File: src/verilog/gsc_defines.vh
`ifndef GSC_DEFINES_VH
`define GSC_DEFINES_VH

// Register word indexes; byte address is four times the index
`define GSC_IDX_COUNT_LOW      6'h00
`define GSC_IDX_COUNT_HIGH     6'h01
`define GSC_IDX_COUNTER_CTRL   6'h02
`define GSC_IDX_GATE_CTRL      6'h03
`define GSC_IDX_OSC_STATE      6'h04
`define GSC_IDX_IRQ_STATUS     6'h05
`define GSC_IDX_IRQ_MASK       6'h06

// counter_control fields
`define GSC_CC_SRC_HI          7
`define GSC_CC_SRC_LO          6
`define GSC_CC_PRE_HI          5
`define GSC_CC_PRE_LO          4
`define GSC_CC_OSC_EN          3
`define GSC_CC_SYNC_BYP        2
`define GSC_CC_ON              0
`define GSC_CC_WMASK           8'hfd

// gate_control fields
`define GSC_GC_EN              7
`define GSC_GC_POL             6
`define GSC_GC_VAL             2
`define GSC_GC_SRC_HI          1
`define GSC_GC_SRC_LO          0
`define GSC_GC_WMASK           8'hc3

// oscillator_state_reg fields
`define GSC_OS_READY           7

// Interrupt status and mask layout
`define GSC_IRQ_OVF            0
`define GSC_IRQ_GATE           1
`define GSC_IRQ_OSC            2
`define GSC_IRQ_BITS           3

// Clock source codes
`define GSC_SRC_INSTR          2'b00
`define GSC_SRC_SYS            2'b01
`define GSC_SRC_EXT            2'b10
`define GSC_SRC_LFINT          2'b11

// Gate source codes
`define GSC_GS_PIN             2'b00
`define GSC_GS_WRAP            2'b01
`define GSC_GS_CMP1            2'b10
`define GSC_GS_CMP2            2'b11

// Reset values
`define GSC_RST_COUNT          16'h0000
`define GSC_RST_CC             8'h00
`define GSC_RST_GC             8'h00
`define GSC_RST_MASK           3'h0

// Timing counts
`define GSC_OSC_READY_CYCLES   11'd1024
`define GSC_INSTR_DIV          2'd3

`endif

File: src/verilog/gsc_sync.v
`timescale 1ns/100ps

// Two-stage synchroniser; only the second stage leaves this module
module gsc_sync #(
    parameter WIDTH = 3
) (
    input  wire             core_clk,
    input  wire             rst_b,
    input  wire [WIDTH-1:0] async_in,
    output wire [WIDTH-1:0] sync_out
);

    reg [WIDTH-1:0] meta_r;
    reg [WIDTH-1:0] sync_r;

    always @(posedge core_clk or negedge rst_b) begin
        if (!rst_b) begin
            meta_r <= {WIDTH{1'b0}};
            sync_r <= {WIDTH{1'b0}};
        end else begin
            meta_r <= async_in;
            sync_r <= meta_r;
        end
    end

    assign sync_out = sync_r;

endmodule // gsc_sync

File: src/verilog/gsc_top.v
// The Wishbone slave port and the address map are this design's own decisions.
`timescale 1ns/100ps
`include "gsc_defines.vh"

module gsc_top (
    input  wire        core_clk,
    input  wire        rst_b,
    input  wire        wb_cyc_i,
    input  wire        wb_stb_i,
    input  wire        wb_we_i,
    input  wire [7:0]  wb_adr_i,
    input  wire [3:0]  wb_sel_i,
    input  wire [31:0] wb_dat_i,
    output wire [31:0] wb_dat_o,
    output wire        wb_ack_o,
    input  wire        ext_clk_pin,
    input  wire        crystal_in_pin,
    output wire        crystal_out_pin,
    input  wire        gate_pin,
    input  wire        companion_timer_wrap,
    input  wire        comparator_one_synced_out,
    input  wire        comparator_two_synced_out,
    input  wire        lfint_tick,
    input  wire        sleep_mode,
    output wire        irq,
    output wire        wake_req
);

    localparam [2:0] OSC_OFF   = 3'b001;
    localparam [2:0] OSC_WAIT  = 3'b010;
    localparam [2:0] OSC_READY = 3'b100;

    wire [2:0]  pin_sync;
    reg  [15:0] count_r;
    reg  [7:0]  cc_r;
    reg  [7:0]  gc_r;
    reg  [2:0]  pre_r;
    reg  [1:0]  instr_r;
    reg         ext_d1_r;
    reg         ext_d2_r;
    reg         xin_d1_r;
    reg         xout_r;
    reg  [2:0]  osc_state_r;
    reg  [10:0] osc_cnt_r;
    reg         gate_lvl_r;
    reg         gate_open_r;
    reg  [`GSC_IRQ_BITS-1:0] irq_stat_r;
    reg  [`GSC_IRQ_BITS-1:0] irq_mask_r;
    reg  [`GSC_IRQ_BITS-1:0] irq_set;
    reg         ack_r;
    reg  [7:0]  rdata_r;
    reg  [7:0]  rdata_nxt;
    reg         src_tick;
    reg         gate_raw;
    reg  [2:0]  pre_mask;
    reg  [2:0]  osc_state_nxt;

    wire        ext_s;
    wire        gate_s;
    wire        xin_s;
    wire        bus_req;
    wire [5:0]  idx;
    wire        wr_lane;
    wire        wr_low;
    wire        wr_high;
    wire        wr_count;
    wire        rd_stat;
    wire        osc_en;
    wire        sync_byp;
    wire [1:0]  src_sel;
    wire        ext_edge_async;
    wire        ext_edge_sync;
    wire        xin_edge;
    wire        ext_source_edge;
    wire        run_ok;
    wire        gate_open;
    wire        count_en;
    wire        pre_hit;
    wire        inc;
    wire        wrap;
    wire        osc_ready;
    wire        osc_en_rise;

    // Pins from outside the clock domain
    gsc_sync #(
        .WIDTH (3)
    ) u_pin_sync (
        .core_clk (core_clk),
        .rst_b    (rst_b),
        .async_in ({crystal_in_pin, gate_pin, ext_clk_pin}),
        .sync_out (pin_sync)
    );

    assign ext_s  = pin_sync[0];
    assign gate_s = pin_sync[1];
    assign xin_s  = pin_sync[2];

    // Wishbone decode
    assign bus_req  = wb_cyc_i & wb_stb_i & ~ack_r;
    assign idx      = wb_adr_i[7:2];
    assign wr_lane  = bus_req & wb_we_i & wb_sel_i[0];
    assign wr_low   = wr_lane & (idx == `GSC_IDX_COUNT_LOW);
    assign wr_high  = wr_lane & (idx == `GSC_IDX_COUNT_HIGH);
    assign wr_count = wr_low | wr_high;
    assign rd_stat  = bus_req & ~wb_we_i & (idx == `GSC_IDX_IRQ_STATUS);

    assign osc_en   = cc_r[`GSC_CC_OSC_EN];
    assign sync_byp = cc_r[`GSC_CC_SYNC_BYP];
    assign src_sel  = cc_r[`GSC_CC_SRC_HI:`GSC_CC_SRC_LO];

    // Edge detection after the synchroniser
    assign ext_edge_async = ext_s & ~ext_d1_r;
    // Extra stage aligns the edge with the internal phase
    assign ext_edge_sync  = ext_d1_r & ~ext_d2_r;
    assign xin_edge       = xin_s & ~xin_d1_r;
    // Crystal replaces the pin clock when the oscillator runs
    assign ext_source_edge = osc_en ? xin_edge :
                             (sync_byp ? ext_edge_async : ext_edge_sync);

    always @(posedge core_clk or negedge rst_b) begin
        if (!rst_b) begin
            ext_d1_r <= 1'b0;
            ext_d2_r <= 1'b0;
            xin_d1_r <= 1'b0;
            xout_r   <= 1'b0;
            instr_r  <= 2'd0;
        end else begin
            ext_d1_r <= ext_s;
            ext_d2_r <= ext_d1_r;
            xin_d1_r <= xin_s;
            // Amplifier output; not stopped by sleep
            xout_r   <= osc_en & ~xin_s;
            instr_r  <= instr_r + 2'd1;
        end
    end

    assign crystal_out_pin = xout_r;

    // Count source select; switching modes can lose or add one edge
    always @* begin
        case (src_sel)
            `GSC_SRC_INSTR: src_tick = (instr_r == `GSC_INSTR_DIV);
            `GSC_SRC_SYS:   src_tick = 1'b1;
            `GSC_SRC_EXT:   src_tick = ext_source_edge;
            default:        src_tick = lfint_tick;
        endcase
    end

    // Only external counting with sync_byp set, pin or crystal, survives sleep
    assign run_ok = ~sleep_mode |
                    ((src_sel == `GSC_SRC_EXT) & sync_byp);

    // Gate source mux
    always @* begin
        case (gc_r[`GSC_GC_SRC_HI:`GSC_GC_SRC_LO])
            `GSC_GS_PIN:  gate_raw = gate_s;
            `GSC_GS_WRAP: gate_raw = companion_timer_wrap;
            `GSC_GS_CMP1: gate_raw = comparator_one_synced_out;
            default:      gate_raw = comparator_two_synced_out;
        endcase
    end

    assign gate_open = ~gc_r[`GSC_GC_EN] |
                       (gate_lvl_r == gc_r[`GSC_GC_POL]);

    assign count_en = cc_r[`GSC_CC_ON] & run_ok & gate_open &
                      src_tick;

    // Prescale mask: select 0..3 needs 0..3 low bits all ones
    always @* begin
        case (cc_r[`GSC_CC_PRE_HI:`GSC_CC_PRE_LO])
            2'b00:   pre_mask = 3'b000;
            2'b01:   pre_mask = 3'b001;
            2'b10:   pre_mask = 3'b011;
            default: pre_mask = 3'b111;
        endcase
    end

    assign pre_hit = ((pre_r & pre_mask) == pre_mask);
    assign inc     = count_en & pre_hit;
    assign wrap    = inc & (count_r == 16'hffff);

    always @(posedge core_clk or negedge rst_b) begin
        if (!rst_b) begin
            pre_r <= 3'd0;
        end else if (wr_count) begin
            pre_r <= 3'd0;
        end else if (count_en) begin
            pre_r <= pre_r + 3'd1;
        end
    end

    // Write wins over a same-cycle increment
    always @(posedge core_clk or negedge rst_b) begin
        if (!rst_b) begin
            count_r <= `GSC_RST_COUNT;
        end else if (wr_low) begin
            count_r[7:0] <= wb_dat_i[7:0];
        end else if (wr_high) begin
            count_r[15:8] <= wb_dat_i[7:0];
        end else if (inc) begin
            count_r <= count_r + 16'h0001;
        end
    end

    always @(posedge core_clk or negedge rst_b) begin
        if (!rst_b) begin
            gate_lvl_r  <= 1'b0;
            gate_open_r <= 1'b1;
        end else begin
            gate_lvl_r  <= gate_raw;
            gate_open_r <= gate_open;
        end
    end

    // Oscillator start-up tracker
    assign osc_en_rise = wr_lane & (idx == `GSC_IDX_COUNTER_CTRL) &
                         wb_dat_i[`GSC_CC_OSC_EN] & ~osc_en;

    always @* begin
        case (osc_state_r)
            OSC_OFF:   osc_state_nxt = osc_en ? OSC_WAIT : OSC_OFF;
            OSC_WAIT: begin
                if (!osc_en) begin
                    osc_state_nxt = OSC_OFF;
                end else if (xin_edge &&
                    osc_cnt_r == `GSC_OSC_READY_CYCLES - 11'd1) begin
                    osc_state_nxt = OSC_READY;
                end else begin
                    osc_state_nxt = OSC_WAIT;
                end
            end
            OSC_READY: osc_state_nxt = osc_en ? OSC_READY : OSC_OFF;
            default:   osc_state_nxt = OSC_OFF;
        endcase
    end

    always @(posedge core_clk or negedge rst_b) begin
        if (!rst_b) begin
            osc_state_r <= OSC_OFF;
            osc_cnt_r   <= 11'd0;
        end else if (osc_en_rise) begin
            osc_state_r <= OSC_WAIT;
            osc_cnt_r   <= 11'd0;
        end else begin
            osc_state_r <= osc_state_nxt;
            if (osc_state_r != OSC_WAIT) begin
                osc_cnt_r <= 11'd0;
            end else if (xin_edge) begin
                osc_cnt_r <= osc_cnt_r + 11'd1;
            end
        end
    end

    assign osc_ready = (osc_state_r == OSC_READY);

    // Control registers
    always @(posedge core_clk or negedge rst_b) begin
        if (!rst_b) begin
            cc_r       <= `GSC_RST_CC;
            gc_r       <= `GSC_RST_GC;
            irq_mask_r <= `GSC_RST_MASK;
        end else if (wr_lane) begin
            case (idx)
                `GSC_IDX_COUNTER_CTRL:
                    cc_r <= wb_dat_i[7:0] & `GSC_CC_WMASK;
                `GSC_IDX_GATE_CTRL:
                    gc_r <= wb_dat_i[7:0] & `GSC_GC_WMASK;
                `GSC_IDX_IRQ_MASK:
                    irq_mask_r <= wb_dat_i[`GSC_IRQ_BITS-1:0];
                default: ;
            endcase
        end
    end

    // Sticky events; a set in the read cycle survives the clear
    always @* begin
        irq_set = {`GSC_IRQ_BITS{1'b0}};
        irq_set[`GSC_IRQ_OVF]  = wrap;
        irq_set[`GSC_IRQ_GATE] = gc_r[`GSC_GC_EN] & gate_open_r &
                                 ~gate_open;
        irq_set[`GSC_IRQ_OSC]  = (osc_state_r == OSC_WAIT) &
                                 (osc_state_nxt == OSC_READY);
    end

    always @(posedge core_clk or negedge rst_b) begin
        if (!rst_b) begin
            irq_stat_r <= {`GSC_IRQ_BITS{1'b0}};
        end else if (rd_stat) begin
            irq_stat_r <= irq_set;
        end else begin
            irq_stat_r <= irq_stat_r | irq_set;
        end
    end

    assign irq      = |(irq_stat_r & irq_mask_r);
    // Overflow wakes the core only while it sleeps
    assign wake_req = sleep_mode & irq_stat_r[`GSC_IRQ_OVF] &
                      irq_mask_r[`GSC_IRQ_OVF];

    // Read mux; count is already in this domain so bytes are stable
    always @* begin
        case (idx)
            `GSC_IDX_COUNT_LOW:    rdata_nxt = count_r[7:0];
            `GSC_IDX_COUNT_HIGH:   rdata_nxt = count_r[15:8];
            `GSC_IDX_COUNTER_CTRL: rdata_nxt = cc_r;
            `GSC_IDX_GATE_CTRL: begin
                rdata_nxt = gc_r;
                rdata_nxt[`GSC_GC_VAL] = gate_lvl_r;
            end
            `GSC_IDX_OSC_STATE: begin
                rdata_nxt = 8'h00;
                rdata_nxt[`GSC_OS_READY] = osc_ready;
            end
            `GSC_IDX_IRQ_STATUS:
                rdata_nxt = {5'h00, irq_stat_r};
            `GSC_IDX_IRQ_MASK:
                rdata_nxt = {5'h00, irq_mask_r};
            default:               rdata_nxt = 8'h00;
        endcase
    end

    always @(posedge core_clk or negedge rst_b) begin
        if (!rst_b) begin
            ack_r   <= 1'b0;
            rdata_r <= 8'h00;
        end else begin
            ack_r <= bus_req;
            if (bus_req && !wb_we_i) begin
                rdata_r <= rdata_nxt;
            end
        end
    end

    assign wb_ack_o = ack_r;
    assign wb_dat_o = {24'h000000, rdata_r};

endmodule // gsc_top
File: config.mk
export PLATFORM = sky130hd
export DESIGN_NAME = gsc_top
export DESIGN_NICKNAME = d
export VERILOG_FILES = /design/src/verilog/gsc_sync.v /design/src/verilog/gsc_top.v
export VERILOG_INCLUDE_DIRS = /design/src /design/src/verilog
export SDC_FILE = /design/constraint.sdc
export NUM_CORES = 1
export LEC_CHECK = 0
export ABC_CLOCK_PERIOD_IN_PS = 2000
export BUFFER_PORTS_ARGS = -buffer_cell sky130_fd_sc_hd__buf_2
export CAP_MARGIN = 20
export CORE_ASPECT_RATIO = 2
export CORE_MARGIN = 1.5
export CORE_UTILIZATION = 30
export CTS_CLUSTER_SIZE = 16
export DETAILED_ROUTE_END_ITERATION = 8
export PLACE_DENSITY_LB_ADDON = 0.08
export REMOVE_ABC_BUFFERS = 1
export SYNTH_ARGS = -nofsm -noshare
export SYNTH_HDL_FRONTEND = slang
export SYNTH_HIERARCHICAL = 1
export SYNTH_SLANG_ARGS = --single-unit
File: constraint.sdc
create_clock -name core_clk -period 2 [get_ports core_clk]
set_clock_uncertainty 0.05 [all_clocks]
set_input_delay 0 -clock core_clk [delete_from_list [all_inputs] [get_ports core_clk]]
set_output_delay 0 -clock core_clk [all_outputs]
set_load 0.005 [all_outputs]
* Word-level counts from Yosys, hierarchy flattened
Index checks and enable logic that the tools add are counted.
** Operators by class
- Add/sub/neg operators :: 4
- Multipliers :: 0
- Divide/modulo/power cells :: 0
- Magnitude comparators :: 0
- Equality and inequality tests :: 23
- Shifts and indexed selects :: 0
- Multiplexer cells :: 22
- Bitwise operators :: 43
- Reduce and logical (&&, ||, !) cells :: 17
** Operators by type and width (number)
- case mux 8 bit (7 select lines) :: 1
- two-way mux 11 bit :: 3
- bitwise AND 1 bit :: 26
- two-way mux 8 bit :: 3
- two-way mux 3 bit :: 7
- == test 6 x 3 -> 1 bit, second input constant :: 3
- case mux 3 bit (3 select lines) :: 2
- adder 16 x 1 -> 16 bit, second input constant :: 1
- == test 16 bit, second input constant :: 1
- two-way mux 16 bit :: 1
- == test 6 x 2 -> 1 bit, second input constant :: 2
- adder 11 x 1 -> 11 bit, second input constant :: 1
- == test 11 x 10 -> 1 bit, second input constant :: 1
- NOT 1 bit :: 11
- AND reduction 2 bit :: 5
- == test 2 bit, second input constant :: 4
- bitwise AND 3 bit :: 2
- == test 2 x 1 -> 1 bit, second input constant :: 3
- == test 3 bit, second input constant :: 2
- == test 6 x 1 -> 1 bit, second input constant :: 1
- zero test 2 bit :: 3
- zero test 6 bit :: 1
- case mux 1 bit (3 select lines) :: 2
- nonzero test 2 bit :: 3
- 16 further kinds :: 20
** Word-level totals
- Register bits after elaboration :: 73
- Latch bits :: 0
- Bits in writable memories :: 0
- Bits in read-only memories :: 0
- Bits of input ports :: 57
- Logic and storage cells :: 129
- Memories :: 0

* Longest topological paths before layout
- Depth in word-level cells :: 10
- Depth in mapped cells :: 8

* Hierarchy
The synthesis kept the hierarchy.
** Modules (own cells, without submodules)
- gsc_top :: instances 1, cells an instance 394, area an instance 3892.5 um^2, seq. area each 1679.1 um^2
- gsc_sync :: instances 1, cells an instance 6, area an instance 150.1 um^2, seq. area each 150.1 um^2

* Worst setup path after synthesis
No wires, ideal clock.
- Path type :: register to register
- Start point :: register gate_lvl_r
- End point :: register count_r[14]
- Setup time :: 0.069 ns
- Arrival :: 1.899 ns
- Data required time :: 1.881 ns
- Setup slack :: -0.017 ns
- Stages on the path, launching flop included :: 8
- Period minus slack after synthesis :: 2.017 ns
- Path through :: dfrtp_1 xor2_1 a221oi_2 and3b_1 buf_4 nand2_2 or4_1 nand3_1
** Between the ends
- Longest elaborated chain between the ends :: 7
** RTL lines
- start, declared :: RTL line gsc_top.v:45 : reg gate_lvl_r;
- start signal, assigned :: RTL line gsc_top.v:211 : gate_lvl_r <= gate_raw;
- == test 1 bit :: RTL line gsc_top.v:164 : (gate_lvl_r == gc_r[`GSC_GC_POL]);
- bitwise OR 1 bit :: RTL line gsc_top.v:163 : assign gate_open = ~gc_r[`GSC_GC_EN] |
- bitwise AND 1 bit (2 in a row) :: RTL line gsc_top.v:166 : assign count_en = cc_r[`GSC_CC_ON] & run_ok & gate_open &
- bitwise AND 1 bit :: RTL line gsc_top.v:180 : assign inc = count_en & pre_hit;
- nonzero test 2 bit (no source line)
- AND reduction 2 bit (no source line)
- end signal, assigned :: RTL line gsc_top.v:196 : count_r <= `GSC_RST_COUNT;
- end signal, assigned :: RTL line gsc_top.v:200 : count_r[15:8] <= wb_dat_i[7:0];
- end signal, assigned :: RTL line gsc_top.v:202 : count_r <= count_r + 16'h0001;
- end, declared :: RTL line gsc_top.v:34 : reg [15:0] count_r;
No other way between the ends.
A chain may end at the register's enable or synchronous reset.

* Worst setup path after layout
- Start point :: register gate_lvl_r
- End point :: register count_r[2]
The elaborated chain is that of the path after synthesis.

==> out/qor.csv <==
metric,value,unit
Post-synth top cells,"dfrtp_1, nand2_1, nor2_1",
"Avg Cell Area, Syn",10.11,um2
antenna diode count,0,
Final Hold Fails,0,
IO Count,93,
outcome,"finished, violations left",
Yosys top cell area share,43.95,%
grt total ovfl,0,
adder-cell share of the synthesized area,1.238,%
TritonCTS clock tree,built,
DRC,3,
vias in the first global route,3528,
CTS Buffer Depth,2,
Placed Instances,620,
most used flip-flop cell after synthesis,dfrtp_1,
core area,13070,um2
Static Leak,2.408,nW
crit path time final,2055,ps
H-tree depth,3,
share of cells above drive strength 1,32.55,%
largest family of logic cells by synthesized area,simple AND/OR/NAND/NOR gates,
Setup WS post-layout,-55.42,ps
post-route clock period utilization,102.8,%
buffers and inverters on the worst path,3,
maximum vdd drop,0.3765,mV
Post-Syn Area,4043,um2
Post-DRT Antenna Nets,0,
Fmax,0.4865,GHz
first-pass GRT wire length,18920,um
"slowest stage delay, CP",400,ps
Final nets,569,
Initial Util,30.94,%
"CTS clk-pin slew, worst paths",60,ps
max-cap violations,0,
PD cells,821.7,nW/um2
cell taking the most area after synthesis,dfrtp_1,
crit path cell chain,"xor2_2, a221oi_2, and3b_2, buf_4, buf_6, nand3_4, buf_4, o311ai_2",
Worst EP required,2180,ps
post-synthesis mux area share,7.552,%
crit path max-delay cell type,dfrtp_1,
die width,85.09,um
Die Ht,167.2,um
post-synthesis compound-gate area fraction,12.23,%
multi-input logic area,2072,um2
most frequent cell after synthesis,dfrtp_1,
Worst Hold Class,input port to register,
fraction of registers with async set/reset,100.0,%
Layout area overhead,31.72,%
Layout Utilization,40.75,%
CTS Root Cell,clkbuf_16,
critical path capture point type,register,
setup violators final,5,
Layout Cells excl Fill,665,
Placer Congestion,0.8497,
Syn Inst Count,400,
FF/Latch Area,1831,um2
row cnt,59,
Top delay family on crit path,compound AO/OA/AOI/OAI gates,
Initial DRT Pass Iterations,8,
placed instance area,4623,um2
synth top area cells,"dfrtp_1, buf_4, nand2_1, mux2_2, nor2_1",
Filler cells,1355,
Clock Latency Late Sink,340,ps
die area,14220,um2
RSZ-0062 raised after global routing,yes,
Post-synth EDFFs,0,
TritonCTS buffer count,9,
Synth Area in XOR/XNOR,3.250,%
largest net degree at the start of global routing,42,
Netlist cell types,72,
Initial DRC Count,170,
Fin Setup TNS,-102.8,ps
"Arr. time, crit path",2240,ps
failing checks,"DRC, setup timing",
Worst R2R Setup Slack,-60,ps
PortBufs,39,
GRT Overall Usage,17.76,%
Synth Area in Simple Gates,22.72,%
initial antenna violation count,0,
CP startpoint kind,register,
final instance area,5325,um2
number of max-slew violations in the final report,0,
drt via density,5.092,
routed wire length per instance,18.74,um
Yosys reg bits,73,
critical path class,register to register,
final wirelength,12460,um
CTS sink cnt,73,
crit-path max FO,7,
via count,3386,
YS warnings,6,
CP most frequent cell,buf_4,
"Seq/Total Area, Yosys",45.25,%
DP Wirelength,9324,um
[where the power goes]
part	internal, mW	leakage, nW	switching (mW)	total [mW]
registers	1.62	0.942	0.171	1.79
clock network	1.25	0.166	0.639	1.89
logic	0.341	1.30	0.354	0.694
total	3.21	2.41	1.16	4.38
[tightest hold or removal path, delay by kind of cell]
kind / cells / cell delay, ps
buffers and inverters: 2 / 250
and+or+nand+nor: 3 / 160
[worst paths after layout]
kind                                                     start                                to  cells after the start
worst max-delay path                      gate_lvl_r$_DFF_PN0_            count_r[2]$_DFFE_PN0P_                      8
worst min-delay path                               wb_adr_i[4]            rdata_r[6]$_DFFE_PN0P_                      5
worst max register to register            gate_lvl_r$_DFF_PN0_            count_r[2]$_DFFE_PN0P_                      8
worst min register to register  u_pin_sync/meta_r[1]$_DFF_PN0_  u_pin_sync/sync_out[1]$_DFF_PN0_                      0
max in group asynchronous                                rst_b             gate_open_r$_DFF_PN1_                      3
min in group asynchronous                                rst_b         crystal_out_pin$_DFF_PN0_                      2
[sequential cells by signal, summed over array words and instances (netlist names)]
name,flops
count_r,16
osc_cnt_r,11
rdata_r,8
cc_r,7
gc_r,4
irq_mask_r,3
irq_stat_r,3
osc_state_r,3
pre_r,3
u_pin_sync/meta_r,3
u_pin_sync/sync_out,3
instr_r,2
crystal_out_pin,1
ext_d1_r,1
ext_d2_r,1
gate_lvl_r,1
gate_open_r,1
wb_ack_o,1
xin_d1_r,1
[cell usage in the layout, fill, tap and decap left out, types with 10 or more instances in the layout]
cell type      instances
a21oi_1               12
buf_2                 38
buf_4                 51
clkbuf_16             10
conb_1                24
dfrtp_1               70
dlygate4sd3_1         15
mux2_2                12
nand2_1               40
nand3_1               16
nor2_1                26
nor2_2                10
o21ai_0               14
[cell families (layout without fill, tap and decap cells)]
group | count (synthesis) | after routing
buffers and inverters | 49 | 137
AND/OR/NAND/NOR | 162 | 164
adder cells (fa/ha/maj) | 4 | 4
multiplexers | 24 | 24
XOR/XNOR | 15 | 15
AO/OA/AOI/OAI | 72 | 72
flip-flops | 73 | 73
other | 1 | 24
[metal layers]
metal  track usage [%]  part of all wire, %  up-vias  routed length (um)
met5                 0                    0        -                   0
met4             9.907                  3.6        0                 451
met3             2.760                  2.3       22                 283
met2             33.57                   58       68                7276
met1             17.91                   36     1673                4453
li1                  -                    -     1623                   -
[stage by stage]
| step | total power [mW] | hold WS (ps) | setup slack (ps) |
|---|---|---|---|
| floorplan | 2.127 | -345.6 | -440.9 |
| global placement | 2.411 | -70.22 | -83.35 |
| detailed placement | 2.416 | -70.42 | -107.6 |
| CTS | 4.361 | 50.80 | -1.853 |
| global route | 4.580 | 111.0 | -149.6 |
| finish | 4.375 | 71.30 | -55.42 |
[cell type report]
type | count | area share [%]
clock inverters | 5 | 1.927
flip-flops and latches | 73 | 34.38
repair buffers | 112 | 16.02
clock buffers | 11 | 4.558
well taps | 152 | 3.571
multi-input cells | 303 | 38.91
inverters | 9 | 0.6344
[timing repair]
item                                    4_1_cts  5_1_grt
hold buffers                                 15        0
resized for setup                             2       19
gates cloned                                  0        3
endpoints found under the setup margin       14       32
pin swaps                                     4       11
buffers inserted                              1       10
hold endpoints to repair                    104        0
(Power assumes the default switching activity.)
